File: config.mk
export PLATFORM = sky130hd
export DESIGN_NAME = printer_escape_command_parser
export DESIGN_NICKNAME = d
export VERILOG_FILES = /design/src/verilog/printer_cmd_pkg.sv /design/src/verilog/printer_escape_command_parser.sv /design/src/verilog/drawer_pulse.sv
export SDC_FILE = /design/constraint.sdc
export NUM_CORES = 1
export LEC_CHECK = 0
export BUFFER_PORTS_ARGS = -buffer_cell sky130_fd_sc_hd__buf_4
export CORE_AREA = 2 2 146 148
export DETAILED_ROUTE_END_ITERATION = 6
export DIE_AREA = 0 0 148 150
export SYNTH_ARGS = -nofsm -noshare
export SYNTH_HDL_FRONTEND = slang
export SYNTH_SLANG_ARGS = --single-unit
File: constraint.sdc
create_clock -name i_sys_clk -period 4.1 [get_ports i_sys_clk]
set_input_delay 0.615 -clock i_sys_clk [delete_from_list [all_inputs] [get_ports i_sys_clk]]
set_output_delay 0.615 -clock i_sys_clk [all_outputs]
set_load 0.05 [all_outputs]
File: src/verilog/printer_cmd_pkg.sv
// ==========================================================
package printer_cmd_pkg;
  localparam logic [7:0] BYTE_ESC = 8'h1B;
  localparam logic [7:0] BYTE_GS = 8'h1D;
  localparam logic [7:0] BYTE_NUL = 8'h00;
  localparam logic [7:0] CMD_CHARSET = 8'h52;
  localparam logic [7:0] CMD_SENSOR = 8'h63;
  localparam logic [7:0] SUB_NEAR_OUT = 8'h33;
  localparam logic [7:0] SUB_NEAR_STOP = 8'h34;
  localparam logic [7:0] SUB_FEED_SW = 8'h35;
  localparam logic [7:0] CMD_FEED_LINES = 8'h64;
  localparam logic [7:0] CMD_PULSE = 8'h70;
  localparam logic [7:0] CMD_CODE_PAGE = 8'h74;
  localparam logic [7:0] CMD_PERIPH = 8'h75;
  localparam logic [7:0] CMD_STATUS = 8'h76;
  localparam logic [7:0] CMD_UPSIDE = 8'h7B;
  localparam logic [7:0] CMD_ROTATE = 8'h56;
  localparam logic [7:0] CMD_ABS_POS = 8'h24;
  localparam logic [7:0] CMD_REL_POS = 8'h5C;
  localparam logic [7:0] CMD_INIT = 8'h40;
  localparam logic [7:0] CMD_BAR_PRINT = 8'h6B;
  localparam logic [7:0] CMD_BAR_WIDTH = 8'h77;
  localparam logic [7:0] CMD_BAR_HEIGHT = 8'h68;
  localparam logic [7:0] CMD_BAR_TEXT = 8'h48;
  localparam logic [7:0] CHARSET_MAX = 8'h0A;
  localparam logic [3:0] CHARSET_CMD_A = 4'h7;
  localparam logic [3:0] CHARSET_CMD_B = 4'h9;
  localparam logic [3:0] CHARSET_CMD_C = 4'hA;
  localparam logic [3:0] CHARSET_FALLBACK = 4'h0;
  localparam logic [7:0] ONE_BIT_MAX = 8'h01;
  localparam logic [7:0] PERIPH_ARG = 8'h00;
  localparam logic [7:0] BAR_TYPE_MAX = 8'h07;
  localparam logic [7:0] BAR_WIDTH_MIN = 8'h02;
  localparam logic [7:0] BAR_WIDTH_MAX = 8'h04;
  localparam logic [7:0] BAR_HEIGHT_MIN = 8'h01;
  localparam logic [7:0] HRI_MAX = 8'h03;
  localparam logic [2:0] BAR_WIDTH_INIT = 3'h3;
  localparam logic [7:0] BAR_HEIGHT_INIT = 8'hA2;
  localparam logic [7:0] PRINT_MIN = 8'h20;
  localparam logic [7:0] PRINT_MAX = 8'h7E;
  localparam logic [7:0] PIN_SEL_LO = 8'h00;
  localparam logic [7:0] PIN_SEL_HI = 8'h01;
  localparam logic [7:0] PIN_SEL_ASC_LO = 8'h30;
  localparam logic [7:0] PIN_SEL_ASC_HI = 8'h31;
  localparam int STAT_NEAR_BIT = 0;
  localparam int STAT_END_BIT = 2;
  localparam int STAT_ZERO_BIT = 4;
  localparam int POS_W = 10;
  localparam int LINE_DOTS_DEF = 448;
  localparam int DRAWER_UNIT_US = 2;
  localparam int CLK_PERIOD_NS = 50;
  localparam int DRAWER_TICK_CYCLES = (DRAWER_UNIT_US * 1000 * 1000) / CLK_PERIOD_NS;
  typedef struct packed {
    logic [3:0] charset;
    logic code_page;
    logic near_end_output;
    logic near_end_stop;
    logic feed_sw_disable;
    logic upside_down;
    logic rotate_90;
    logic [2:0] bar_width;
    logic [7:0] bar_height;
    logic [1:0] human_readable_text;
  } settings_t;
  typedef struct packed {
    logic pin_select_bit;
    logic [7:0] on_units;
    logic [7:0] off_units;
  } drawer_cmd_t;
endpackage : printer_cmd_pkg

File: src/verilog/printer_escape_command_parser.sv
module printer_escape_command_parser
  import printer_cmd_pkg::*;
#(
  parameter int LINE_DOTS = LINE_DOTS_DEF,
  parameter int TICK_CYCLES = DRAWER_TICK_CYCLES
)
(
  input wire logic i_sys_clk,
  input wire logic i_rst,
  input wire logic i_rx_valid,
  input wire logic [7:0] i_rx_data,
  input wire logic i_parallel_variant,
  input wire logic [3:0] i_switch_charset,
  input wire logic i_config_switch_bit_five,
  input wire logic i_buffer_empty,
  input wire logic i_hw_flow,
  input wire logic i_dsr_space,
  input wire logic i_paper_near_end,
  input wire logic i_paper_end,
  input wire logic i_drawer_sense,
  output settings_t o_settings,
  output logic [POS_W-1:0] o_print_pos,
  output logic o_text_valid,
  output logic [7:0] o_text_data,
  output logic o_feed_valid,
  output logic [7:0] o_feed_lines,
  output logic o_clear_buffer,
  output logic o_bar_start,
  output logic [2:0] o_bar_type,
  output logic o_bar_valid,
  output logic [7:0] o_bar_data,
  output logic o_bar_end,
  output logic o_tx_valid,
  output logic [7:0] o_tx_data,
  output logic o_paper_end_signal,
  output logic o_print_stop,
  output logic o_drawer_pin2,
  output logic o_drawer_pin5
);
  typedef enum logic [2:0] {
    ST_IDLE, ST_ESC, ST_GS, ST_SUB, ST_ARGS, ST_BAR_TYPE, ST_BAR_DATA, ST_BAR_SKIP
  } state_t;
  // ==========================================================
  // elaboration checks
  generate
    if (LINE_DOTS < 1 || LINE_DOTS > (1 << POS_W))
      $error("LINE_DOTS does not fit the position counter");
    if (TICK_CYCLES < 2)
      $error("TICK_CYCLES too small");
  endgenerate
  state_t state_reg;
  logic [7:0] cmd_reg;
  logic [7:0] sub_reg;
  logic [7:0] arg0_reg;
  logic [7:0] arg1_reg;
  logic gs_reg;
  logic [1:0] idx_reg;
  logic [1:0] need_reg;
  settings_t settings_reg;
  settings_t init_set;
  logic [POS_W-1:0] pos_reg;
  logic tx_pend_reg;
  logic [7:0] tx_byte_reg;
  logic drw_start_reg;
  drawer_cmd_t drw_cmd_reg;
  logic drw_busy;
  logic [7:0] b;
  logic done;
  logic esc_done;
  logic gs_done;
  logic init_now;
  logic line_start;
  logic sel_ok;
  logic bar_print;
  logic bar_stop;
  logic [15:0] abs_val;
  logic [15:0] rel_off;
  logic signed [16:0] rel_sum;
  logic abs_ok;
  logic rel_ok;
  // ==========================================================
  // argument counts per command
  function automatic logic [1:0] need_of(input logic gs, input logic [7:0] c);
    logic [1:0] n;
    n = 2'd0;
    if (gs)
    begin
      if (c == CMD_BAR_WIDTH || c == CMD_BAR_HEIGHT || c == CMD_BAR_TEXT)
        n = 2'd1;
    end
    else
    begin
      case (c)
        CMD_CHARSET, CMD_FEED_LINES, CMD_CODE_PAGE, CMD_PERIPH: n = 2'd1;
        CMD_UPSIDE, CMD_ROTATE: n = 2'd1;
        CMD_ABS_POS, CMD_REL_POS: n = 2'd2;
        CMD_PULSE: n = 2'd3;
        default: n = 2'd0;
      endcase
    end
    return n;
  endfunction : need_of
  // ==========================================================
  // decode of the byte now taken
  assign b = i_rx_data;
  assign done = (state_reg == ST_ARGS) && i_rx_valid && (idx_reg == need_reg - 2'd1);
  assign esc_done = done && !gs_reg;
  assign gs_done = done && gs_reg;
  assign init_now = (state_reg == ST_ESC) && i_rx_valid && (b == CMD_INIT);
  // line start: nothing buffered and position back at zero
  assign line_start = (pos_reg == '0) && i_buffer_empty;
  assign sel_ok = (arg0_reg == PIN_SEL_LO) || (arg0_reg == PIN_SEL_HI)
    || (arg0_reg == PIN_SEL_ASC_LO) || (arg0_reg == PIN_SEL_ASC_HI);
  assign bar_print = (state_reg == ST_BAR_DATA) && i_rx_valid
    && (b >= PRINT_MIN) && (b <= PRINT_MAX);
  assign bar_stop = (state_reg == ST_BAR_DATA) && i_rx_valid && !bar_print;
  assign abs_val = {b, arg0_reg};
  assign rel_off = {b, arg0_reg};
  assign rel_sum = $signed({1'b0, 16'(pos_reg)}) + $signed({rel_off[15], rel_off});
  assign abs_ok = abs_val < 16'(LINE_DOTS);
  assign rel_ok = !rel_sum[16] && (rel_sum[15:0] < 16'(LINE_DOTS));
  // ==========================================================
  // initial settings, switches reread on every init
  always_comb
  begin
    init_set = '0;
    init_set.charset = i_switch_charset;
    if (i_switch_charset > CHARSET_MAX[3:0] || i_switch_charset == CHARSET_CMD_A
        || i_switch_charset == CHARSET_CMD_B || i_switch_charset == CHARSET_CMD_C)
      init_set.charset = CHARSET_FALLBACK;
    init_set.near_end_stop = i_config_switch_bit_five;
    init_set.bar_width = BAR_WIDTH_INIT;
    init_set.bar_height = BAR_HEIGHT_INIT;
  end
  // ==========================================================
  // parser sequencing
  always_ff @(posedge i_sys_clk)
  begin
    if (i_rst)
    begin
      state_reg <= ST_IDLE;
      cmd_reg <= '0;
      sub_reg <= '0;
      arg0_reg <= '0;
      arg1_reg <= '0;
      gs_reg <= 1'b0;
      idx_reg <= '0;
      need_reg <= '0;
    end
    else if (i_rx_valid)
    begin
      case (state_reg)
        ST_IDLE:
        begin
          if (b == BYTE_ESC)
            state_reg <= ST_ESC;
          else if (b == BYTE_GS)
            state_reg <= ST_GS;
        end
        ST_ESC, ST_GS:
        begin
          cmd_reg <= b;
          gs_reg <= (state_reg == ST_GS);
          idx_reg <= '0;
          need_reg <= need_of(state_reg == ST_GS, b);
          if (state_reg == ST_GS && b == CMD_BAR_PRINT)
            state_reg <= ST_BAR_TYPE;
          else if (state_reg == ST_ESC && b == CMD_SENSOR)
            state_reg <= ST_SUB;
          else if (need_of(state_reg == ST_GS, b) != 2'd0)
            state_reg <= ST_ARGS;
          else
            state_reg <= ST_IDLE;
        end
        ST_SUB:
        begin
          sub_reg <= b;
          need_reg <= 2'd1;
          if (b == SUB_NEAR_OUT || b == SUB_NEAR_STOP || b == SUB_FEED_SW)
            state_reg <= ST_ARGS;
          else
            state_reg <= ST_IDLE;
        end
        ST_ARGS:
        begin
          if (idx_reg == 2'd0)
            arg0_reg <= b;
          if (idx_reg == 2'd1)
            arg1_reg <= b;
          idx_reg <= idx_reg + 2'd1;
          if (done)
            state_reg <= ST_IDLE;
        end
        ST_BAR_TYPE:
        begin
          if (b <= BAR_TYPE_MAX && i_buffer_empty)
            state_reg <= ST_BAR_DATA;
          else
            state_reg <= ST_BAR_SKIP;
        end
        ST_BAR_DATA:
        begin
          if (bar_stop)
            state_reg <= ST_IDLE;
        end
        ST_BAR_SKIP:
        begin
          if (b == BYTE_NUL)
            state_reg <= ST_IDLE;
        end
        default: state_reg <= ST_IDLE;
      endcase
    end
  end
  // ==========================================================
  // settings
  always_ff @(posedge i_sys_clk)
  begin
    if (i_rst || init_now)
      settings_reg <= init_set;
    else if (esc_done)
    begin
      case (cmd_reg)
        CMD_CHARSET:
          if (b <= CHARSET_MAX)
            settings_reg.charset <= b[3:0];
        CMD_SENSOR:
        begin
          if (sub_reg == SUB_NEAR_OUT && i_parallel_variant)
            settings_reg.near_end_output <= b[0];
          if (sub_reg == SUB_NEAR_STOP)
            settings_reg.near_end_stop <= b[0];
          if (sub_reg == SUB_FEED_SW)
            settings_reg.feed_sw_disable <= b[0];
        end
        CMD_CODE_PAGE:
          if (b <= ONE_BIT_MAX)
            settings_reg.code_page <= b[0];
        CMD_UPSIDE:
          if (line_start)
            settings_reg.upside_down <= b[0];
        CMD_ROTATE:
          if (b <= ONE_BIT_MAX)
            settings_reg.rotate_90 <= b[0];
        default: ;
      endcase
    end
    else if (gs_done)
    begin
      case (cmd_reg)
        CMD_BAR_WIDTH:
          if (b >= BAR_WIDTH_MIN && b <= BAR_WIDTH_MAX)
            settings_reg.bar_width <= b[2:0];
        CMD_BAR_HEIGHT:
          if (b >= BAR_HEIGHT_MIN)
            settings_reg.bar_height <= b;
        CMD_BAR_TEXT:
          if (b <= HRI_MAX)
            settings_reg.human_readable_text <= b[1:0];
        default: ;
      endcase
    end
  end
  // ==========================================================
  // print position
  always_ff @(posedge i_sys_clk)
  begin
    if (i_rst || init_now)
      pos_reg <= '0;
    else if (esc_done && cmd_reg == CMD_FEED_LINES)
      pos_reg <= '0;
    else if (esc_done && cmd_reg == CMD_ABS_POS && abs_ok)
      pos_reg <= abs_val[POS_W-1:0];
    else if (esc_done && cmd_reg == CMD_REL_POS && rel_ok)
      pos_reg <= rel_sum[POS_W-1:0];
    else if (bar_stop)
      pos_reg <= '0;
  end
  // ==========================================================
  // data, feed and bar code events
  always_ff @(posedge i_sys_clk)
  begin
    if (i_rst)
    begin
      o_text_valid <= 1'b0;
      o_text_data <= '0;
      o_feed_valid <= 1'b0;
      o_feed_lines <= '0;
      o_clear_buffer <= 1'b0;
      o_bar_start <= 1'b0;
      o_bar_type <= '0;
      o_bar_valid <= 1'b0;
      o_bar_data <= '0;
      o_bar_end <= 1'b0;
    end
    else
    begin
      // unprintable bytes other than NUL inside a bar code fall back to text
      o_text_valid <= i_rx_valid && (((state_reg == ST_IDLE) && b != BYTE_ESC
        && b != BYTE_GS) || (bar_stop && b != BYTE_NUL));
      o_text_data <= b;
      o_feed_valid <= esc_done && cmd_reg == CMD_FEED_LINES;
      o_feed_lines <= b;
      o_clear_buffer <= init_now;
      o_bar_start <= (state_reg == ST_BAR_TYPE) && i_rx_valid && b <= BAR_TYPE_MAX
        && i_buffer_empty;
      o_bar_type <= b[2:0];
      o_bar_valid <= bar_print;
      o_bar_data <= b;
      o_bar_end <= bar_stop;
    end
  end
  // ==========================================================
  // drawer pulse and paper sensor outputs
  always_ff @(posedge i_sys_clk)
  begin
    if (i_rst)
    begin
      drw_start_reg <= 1'b0;
      drw_cmd_reg <= '0;
      o_paper_end_signal <= 1'b0;
      o_print_stop <= 1'b0;
    end
    else
    begin
      drw_start_reg <= esc_done && cmd_reg == CMD_PULSE && sel_ok && !drw_busy;
      drw_cmd_reg <= '{pin_select_bit: arg0_reg[0], on_units: arg1_reg, off_units: b};
      o_paper_end_signal <= i_paper_end
        || (settings_reg.near_end_output && i_paper_near_end);
      o_print_stop <= i_paper_end || (settings_reg.near_end_stop && i_paper_near_end);
    end
  end
  drawer_pulse #(
    .TICK_CYCLES(TICK_CYCLES)
  ) u_drawer (
    .i_sys_clk(i_sys_clk),
    .i_rst(i_rst),
    .i_start(drw_start_reg),
    .i_cmd(drw_cmd_reg),
    .o_pin2(o_drawer_pin2),
    .o_pin5(o_drawer_pin5),
    .o_busy(drw_busy)
  );
  // ==========================================================
  // status replies, serial variant only
  always_ff @(posedge i_sys_clk)
  begin
    if (i_rst)
    begin
      tx_pend_reg <= 1'b0;
      tx_byte_reg <= '0;
      o_tx_valid <= 1'b0;
      o_tx_data <= '0;
    end
    else
    begin
      o_tx_valid <= 1'b0;
      if (tx_pend_reg && (!i_hw_flow || i_dsr_space))
      begin
        tx_pend_reg <= 1'b0;
        o_tx_valid <= 1'b1;
        o_tx_data <= tx_byte_reg;
      end
      else if (!tx_pend_reg && !i_parallel_variant && (state_reg == ST_ESC)
               && i_rx_valid && b == CMD_STATUS)
      begin
        tx_pend_reg <= 1'b1;
        tx_byte_reg <= '0;
        tx_byte_reg[STAT_NEAR_BIT] <= i_paper_near_end;
        tx_byte_reg[STAT_END_BIT] <= i_paper_end;
      end
      else if (!tx_pend_reg && !i_parallel_variant && esc_done
               && cmd_reg == CMD_PERIPH && b == PERIPH_ARG)
      begin
        tx_pend_reg <= 1'b1;
        tx_byte_reg <= '0;
        tx_byte_reg[0] <= i_drawer_sense;
      end
    end
  end
  assign o_settings = settings_reg;
  assign o_print_pos = pos_reg;
endmodule : printer_escape_command_parser

File: src/verilog/drawer_pulse.sv
module drawer_pulse
  import printer_cmd_pkg::*;
#(
  parameter int TICK_CYCLES = DRAWER_TICK_CYCLES
)
(
  input wire logic i_sys_clk,
  input wire logic i_rst,
  input wire logic i_start,
  input wire drawer_cmd_t i_cmd,
  output logic o_pin2,
  output logic o_pin5,
  output logic o_busy
);
  typedef enum logic [1:0] {DP_IDLE, DP_ON, DP_OFF} dp_state_t;
  dp_state_t dp_reg;
  logic [31:0] div_reg;
  logic [7:0] left_reg;
  logic [7:0] off_reg;
  logic sel_reg;
  logic tick;
  // ==========================================================
  // unit divider, restarted per pulse so each unit is whole
  assign tick = (div_reg == 32'(TICK_CYCLES - 1));
  always_ff @(posedge i_sys_clk)
  begin
    if (i_rst || i_start || tick)
      div_reg <= '0;
    else
      div_reg <= div_reg + 32'h1;
  end
  // ==========================================================
  // on phase then off phase; new starts ignored while busy
  always_ff @(posedge i_sys_clk)
  begin
    if (i_rst)
    begin
      dp_reg <= DP_IDLE;
      left_reg <= '0;
      off_reg <= '0;
      sel_reg <= 1'b0;
    end
    else if (i_start && dp_reg == DP_IDLE)
    begin
      sel_reg <= i_cmd.pin_select_bit;
      off_reg <= i_cmd.off_units;
      if (i_cmd.on_units != 8'h00)
      begin
        dp_reg <= DP_ON;
        left_reg <= i_cmd.on_units;
      end
      else if (i_cmd.off_units != 8'h00)
      begin
        dp_reg <= DP_OFF;
        left_reg <= i_cmd.off_units;
      end
    end
    else if (tick && dp_reg != DP_IDLE)
    begin
      if (left_reg != 8'h01)
        left_reg <= left_reg - 8'h01;
      else if (dp_reg == DP_ON && off_reg != 8'h00)
      begin
        dp_reg <= DP_OFF;
        left_reg <= off_reg;
      end
      else
        dp_reg <= DP_IDLE;
    end
  end
  always_ff @(posedge i_sys_clk)
  begin
    if (i_rst)
    begin
      o_pin2 <= 1'b0;
      o_pin5 <= 1'b0;
      o_busy <= 1'b0;
    end
    else
    begin
      o_pin2 <= (dp_reg == DP_ON) && !sel_reg;
      o_pin5 <= (dp_reg == DP_ON) && sel_reg;
      o_busy <= (dp_reg != DP_IDLE);
    end
  end
endmodule : drawer_pulse

**Yosys cells after proc, flatten, opt, wreduce, memory -nomap -nowiden**

Cells that the tools add are included.

- Bits in registers: 174
- Logic and storage cells: 310
- Bits of input ports: 23

- Equality and inequality tests: 63
- Add/subtract/negate cells: 5
- Reductions and logical operators: 120
- Order comparisons: 12
- Bitwise gates (word level): 2
- Muxes and demuxes: 64

Operators with widths:

| cell | number |
|---|---|
| $eq A8 B7 Y1 const B | 27 |
| $eq A8 B6 Y1 const B | 10 |
| $mux W8 | 10 |
| $logic_and A1 B1 Y1 | 47 |
| $mux W10 | 4 |
| $mux W3 | 12 |
| $reduce_and A3 Y1 | 11 |
| $add A32 B1 Y32 const B | 1 |
| $eq A32 B16 Y1 const B | 1 |
| $lt A16 B9 Y1 const B | 2 |
| $reduce_bool A8 Y1 | 4 |
| $mux W2 | 14 |
| $mux W13 | 2 |
| $mux W23 | 1 |
| $reduce_bool A2 Y1 | 11 |
| $pmux W3 S7 | 1 |
| $add A11 B16 Y17 | 1 |
| $logic_or A1 B1 Y1 | 17 |
| $eq A8 B5 Y1 const B | 2 |
| $le A8 B3 Y1 const B | 2 |
| $logic_not A8 Y1 | 2 |
| $ne A8 B5 Y1 const B | 2 |
| $mux W1 | 14 |
| $eq A3 B3 Y1 const B | 4 |
| 36 further kinds | 64 |

**Depth between registers and ports, before layout**

- Depth after elaboration: 15
- Depth in mapped cells: 12
- Mapped depth without buffers: 11

**Modules after synthesis**

Synthesis repeated with hierarchy kept, for this count alone.

- Cell total of the unflattened synthesis: 1,017
- Area, all modules: 8,401.8 µm²

Modules (own cells, without submodules):

| module | area an instance (µm²) | cells each | instances |
|---|---|---|---|
| printer_escape_command_parser | 5,741.8 | 689 | 1 |
| drawer_pulse | 2,660.1 | 328 | 1 |

**Worst setup path after synthesis**

OpenSTA, ideal clock, no wires.

- Path kind: register to register
- From: register pos_reg[0], in the netlist o_print_pos[0]
- To: register pos_reg[6], in the netlist o_print_pos[6]
- Path buffers: 1
- Data required time: 3.939 ns
- Stages on the path, launching flop included: 13
- Data arrival time: 3.096 ns
- Setup slack: 0.844 ns
- Library setup time: 0.161 ns
- Cell sequence: dfxtp_1 > ha_1 > inv_1 > fa_1 > nor2b_1 > o2111ai_1 > a31oi_1 > a41oi_1 > mux2i_1 > nor4b_4 > buf_2 > mux2i_1 > a21oi_1

- Word-level cells in the longest chain between the ends: 6
- Elaborated cells between the ends (all ways): 8
- Those cells by class: 1 x add/sub; 1 x order compare; 2 x mux; 4 x reduce/logical

RTL lines:

| what | line | source |
|---|---|---|
| from (decl) | printer_escape_command_parser.sv:61 | `logic [POS_W-1:0] pos_reg;` |
| from (signal assigned) | printer_escape_command_parser.sv:273 | `pos_reg <= abs_val[POS_W-1:0];` |
| from (signal assigned) | printer_escape_command_parser.sv:275 | `pos_reg <= rel_sum[POS_W-1:0];` |
| $add A11 B16 Y17 (*) | printer_escape_command_parser.sv:119 | `assign rel_sum = $signed({1'b0, 16'(pos_reg)}) + $signed({rel_off[15], rel_off});` |
| $lt A16 B9 Y1 / $logic_not A1 Y1 (equally long branches) | printer_escape_command_parser.sv:121 | `assign rel_ok = !rel_sum[16] && (rel_sum[15:0] < 16'(LINE_DOTS));` |
| $logic_and A1 B1 Y1 | printer_escape_command_parser.sv:121 |  |
| $logic_and A1 B1 Y1 | printer_escape_command_parser.sv:274 | `else if (esc_done && cmd_reg == CMD_REL_POS && rel_ok)` |
| $mux W10 | printer_escape_command_parser.sv:274 |  |
| $mux W10 | printer_escape_command_parser.sv:272 | `else if (esc_done && cmd_reg == CMD_ABS_POS && abs_ok)` |

Every way passes the cells marked *; elsewhere a longest branch is shown, timed or not.
A chain may end at the register's enable or synchronous reset.

**Worst setup path after layout**

- From: register arg0_reg[0]
- To: register pos_reg[6], in the netlist o_print_pos[6]

- Word-level cells in the longest chain between the ends: 6
- Elaborated cells between the ends (all ways): 10
- Those cells by class: 1 x add/sub; 2 x order compare; 2 x mux; 5 x reduce/logical

RTL lines:

| what | line | source |
|---|---|---|
| from (decl) | printer_escape_command_parser.sv:54 | `logic [7:0] arg0_reg;` |
| from (signal assigned) | printer_escape_command_parser.sv:144 | `arg0_reg <= '0;` |
| from (signal assigned) | printer_escape_command_parser.sv:187 | `arg0_reg <= b;` |
| $add A11 B16 Y17 | printer_escape_command_parser.sv:119 |  |
| $lt A16 B9 Y1 / $logic_not A1 Y1 (equally long branches) | printer_escape_command_parser.sv:121 |  |
| $logic_and A1 B1 Y1 | printer_escape_command_parser.sv:121 |  |
| $logic_and A1 B1 Y1 | printer_escape_command_parser.sv:274 |  |
| $mux W10 | printer_escape_command_parser.sv:274 |  |
| $mux W10 | printer_escape_command_parser.sv:272 |  |

Parallel ways exist; a longest one is shown, timed or not.

==> run metrics <==
clock buffer count from CTS=17; via count of the first global-routing pass=6833; # clock sinks=159; die area=22200 um2; number of levels the H-tree was split into=4; final max-slew violation count=0; # placed instances=1304; Setup crit end kind=flip-flop; Gate Count Post-Synth=1005; clock-pin slew reported for the worst setup and hold paths after clock tree synthesis=70 ps; width of the die=148 um; number of fillers in the final layout=2069; via/cell ratio=5.33; setup repair bufs after CTS=0; number of port buffers=95; register cell area after layout=3230 um2; post-synthesis cell area=8090 um2; area added between synthesis and finish=15.4%; outcome=finished clean; aggregate routed wire length=21300 um; worst hold-check path type=in -> reg; Iter 0 DRT Violations=421; worst-case clock buffer depth=2; Pre-antenna DRT Iters=5; clock insertion delay at the later pin of the skew report=430 ps; die boundary height=150 um; Worst setup SP type=flip-flop; overall power=3.36 mW; fraction of final layout cells sized beyond drive strength 1=0.141; Worst Setup Path Type=reg -> reg; smallest setup slack after layout=1010 ps; post-synthesis sequential element count=159; number of endpoints with negative hold slack in the final report=0; total congestion overflow=0; Rel. slew slack=0.293; maximum vdd ir drop=0.258 mV; initial core utilization=0.391; number of enable flip-flop cells after synthesis=5; area of the core=20700 um2; worst setup slack after placement=915 ps; setup repair after global routing missed its margin=false; hold buffer count at cts=0; total number of yosys warnings=0; global-route usage over all layers=0.196; area of all placed cells without fillers=9340 um2; actual slew at the worst max-slew pin=1060 ps; fin cells=1336; Worst Path Max Fanout=15; Period Utilization, post-route=0.753; largest net degree at the start of global routing=59; commonest cells after routing, fill and taps aside=154 x dfxtp_1, 141 x nand2_1, 119 x nor2_1, 103 x buf_4, 70 x a21oi_1; TritonCTS clock tree=done; flip-flop count of the largest register, all copies and words added=32; maximum clock frequency=324 MHz; commonest non-fill, non-tap cell in the layout=dfxtp_1; routed length per placed instance=16.0 um; MaxCap Viol Count=0; Worst Hold Margin=415 ps; number of rows created at floorplan=53; total vias in the final route=7125; Post-Route Setup TNS=0 ps; Ant. Diodes=0; minimum clock period=3090 ps; Post-DP HPWL=14900 um; worst path arrival time=3400 ps; CTS-repair resized insts=0; placed instance area=8770 um2; Avg Cell Area, Syn=8.05 um2; number of antenna violations at the first check in global routing=0; DRC violations left=0; wire length of the first global-routing pass=35100 um; number of nets in the final layout=1087; Static Leak=3.53 nW; top flip-flop cell by instance count after synthesis=dfxtp_1; final core utilization=0.451; I/O pin count=102; power density over cell area=360 nW/um2; sequential area share after synthesis=0.400; final setup violating endpoints=0; multi-input logic area=4290 um2; RD Place Congestion=0.859; Post-DRT Antenna Nets=0; required time of the critical path=4420 ps; Clock Skew=11.8 ps; count of cell types in the netlist=71; share of synthesized registers carrying an async set or reset=0; root buffer selected by CTS=clkbuf_16
-- synth_stat cells (all sizes together) (3+ instances only) --
cell | instances | area [um2]
dfxtp | 154 | 3080
nand2 | 141 | 529
nor2 | 119 | 447
a21oi | 70 | 350
buf | 51 | 332
nand3 | 44 | 220
inv | 34 | 128
clkbuf | 33 | 124
mux2i | 30 | 300
nor3 | 29 | 171
nor4 | 25 | 163
o21ai | 23 | 119
xor2 | 23 | 201
nor2b | 18 | 113
a211oi | 17 | 128
xnor2 | 17 | 149
nand4 | 16 | 106
ha | 15 | 188
a31oi | 12 | 75.1
and3 | 11 | 68.8
or3 | 11 | 73.8
a21o | 9 | 67.6
and2 | 9 | 56.3
nand3b | 8 | 60.1
nand2b | 7 | 43.8
nor4b | 7 | 76.3
or4 | 6 | 48.8
a22o | 5 | 43.8
edfxtp | 5 | 150
o211ai | 5 | 37.5
a22oi | 4 | 30.0
o21a | 4 | 30.0
and4 | 3 | 26.3
nand4b | 3 | 26.3
o21bai | 3 | 22.5
o221ai | 3 | 26.3
o22ai | 3 | 18.8
or2 | 3 | 18.8
-- worst paths after layout --
| kind | cells past startpoint | start | slack (ps) | end |
|---|---|---|---|---|
| setup / recovery | 12 | arg0_reg[0] | 1010 | o_print_pos[6] |
| hold / removal | 3 | i_paper_end | 410 | o_paper_end_signal |
| setup reg to reg | 12 | arg0_reg[0] | 1010 | o_print_pos[6] |
| hold reg to reg | 2 | arg1_reg[6] | 440 | drw_cmd_reg[14] |
-- cell type report --
class	count	area share
well taps	275	0.0369
multi-input cells	733	0.460
inverters	34	0.0137
clock buffers	18	0.0460
repair buffers	103	0.0828
flip-flops and latches	159	0.346
clock inverters	14	0.0145
-- routing by layer --
metal  GRT usage  wire, um  up-vias
met4      0.0743       558        0
met3      0.0366      1110       38
met5           0         0        -
met2       0.319      9940      228
met1       0.260      9710     3302
li1            -         -     3557
-- cells by family after synthesis --
logic type	after synthesis	synth area share
fa+ha+maj	16	0.0257
xor+xnor	40	0.0433
mux	31	0.0385
simple gates	468	0.288
compound gates	172	0.133
buf+inv	118	0.0721
other cells	1	0.000463
flops	159	0.400
-- critical path, stage by stage, from the launching register on --
cell	delay [ps]
dfxtp_1	420
ha_1	200
inv_1	60
fa_1	400
nor2b_1	160
o2111ai_1	180
a31oi_1	370
a41oi_1	180
mux2i_1	200
nor4b_4	290
buf_4	240
mux2i_1	210
a21oi_1	80
-- report_power, final --
part | switching (mW) | leakage [nW] | internal (mW)
Sequential | 0.0133 | 1.29 | 1.56
Combinational | 0.179 | 1.97 | 0.0632
Clock | 0.691 | 0.269 | 0.846
Power figures use the tool's default switching activity.
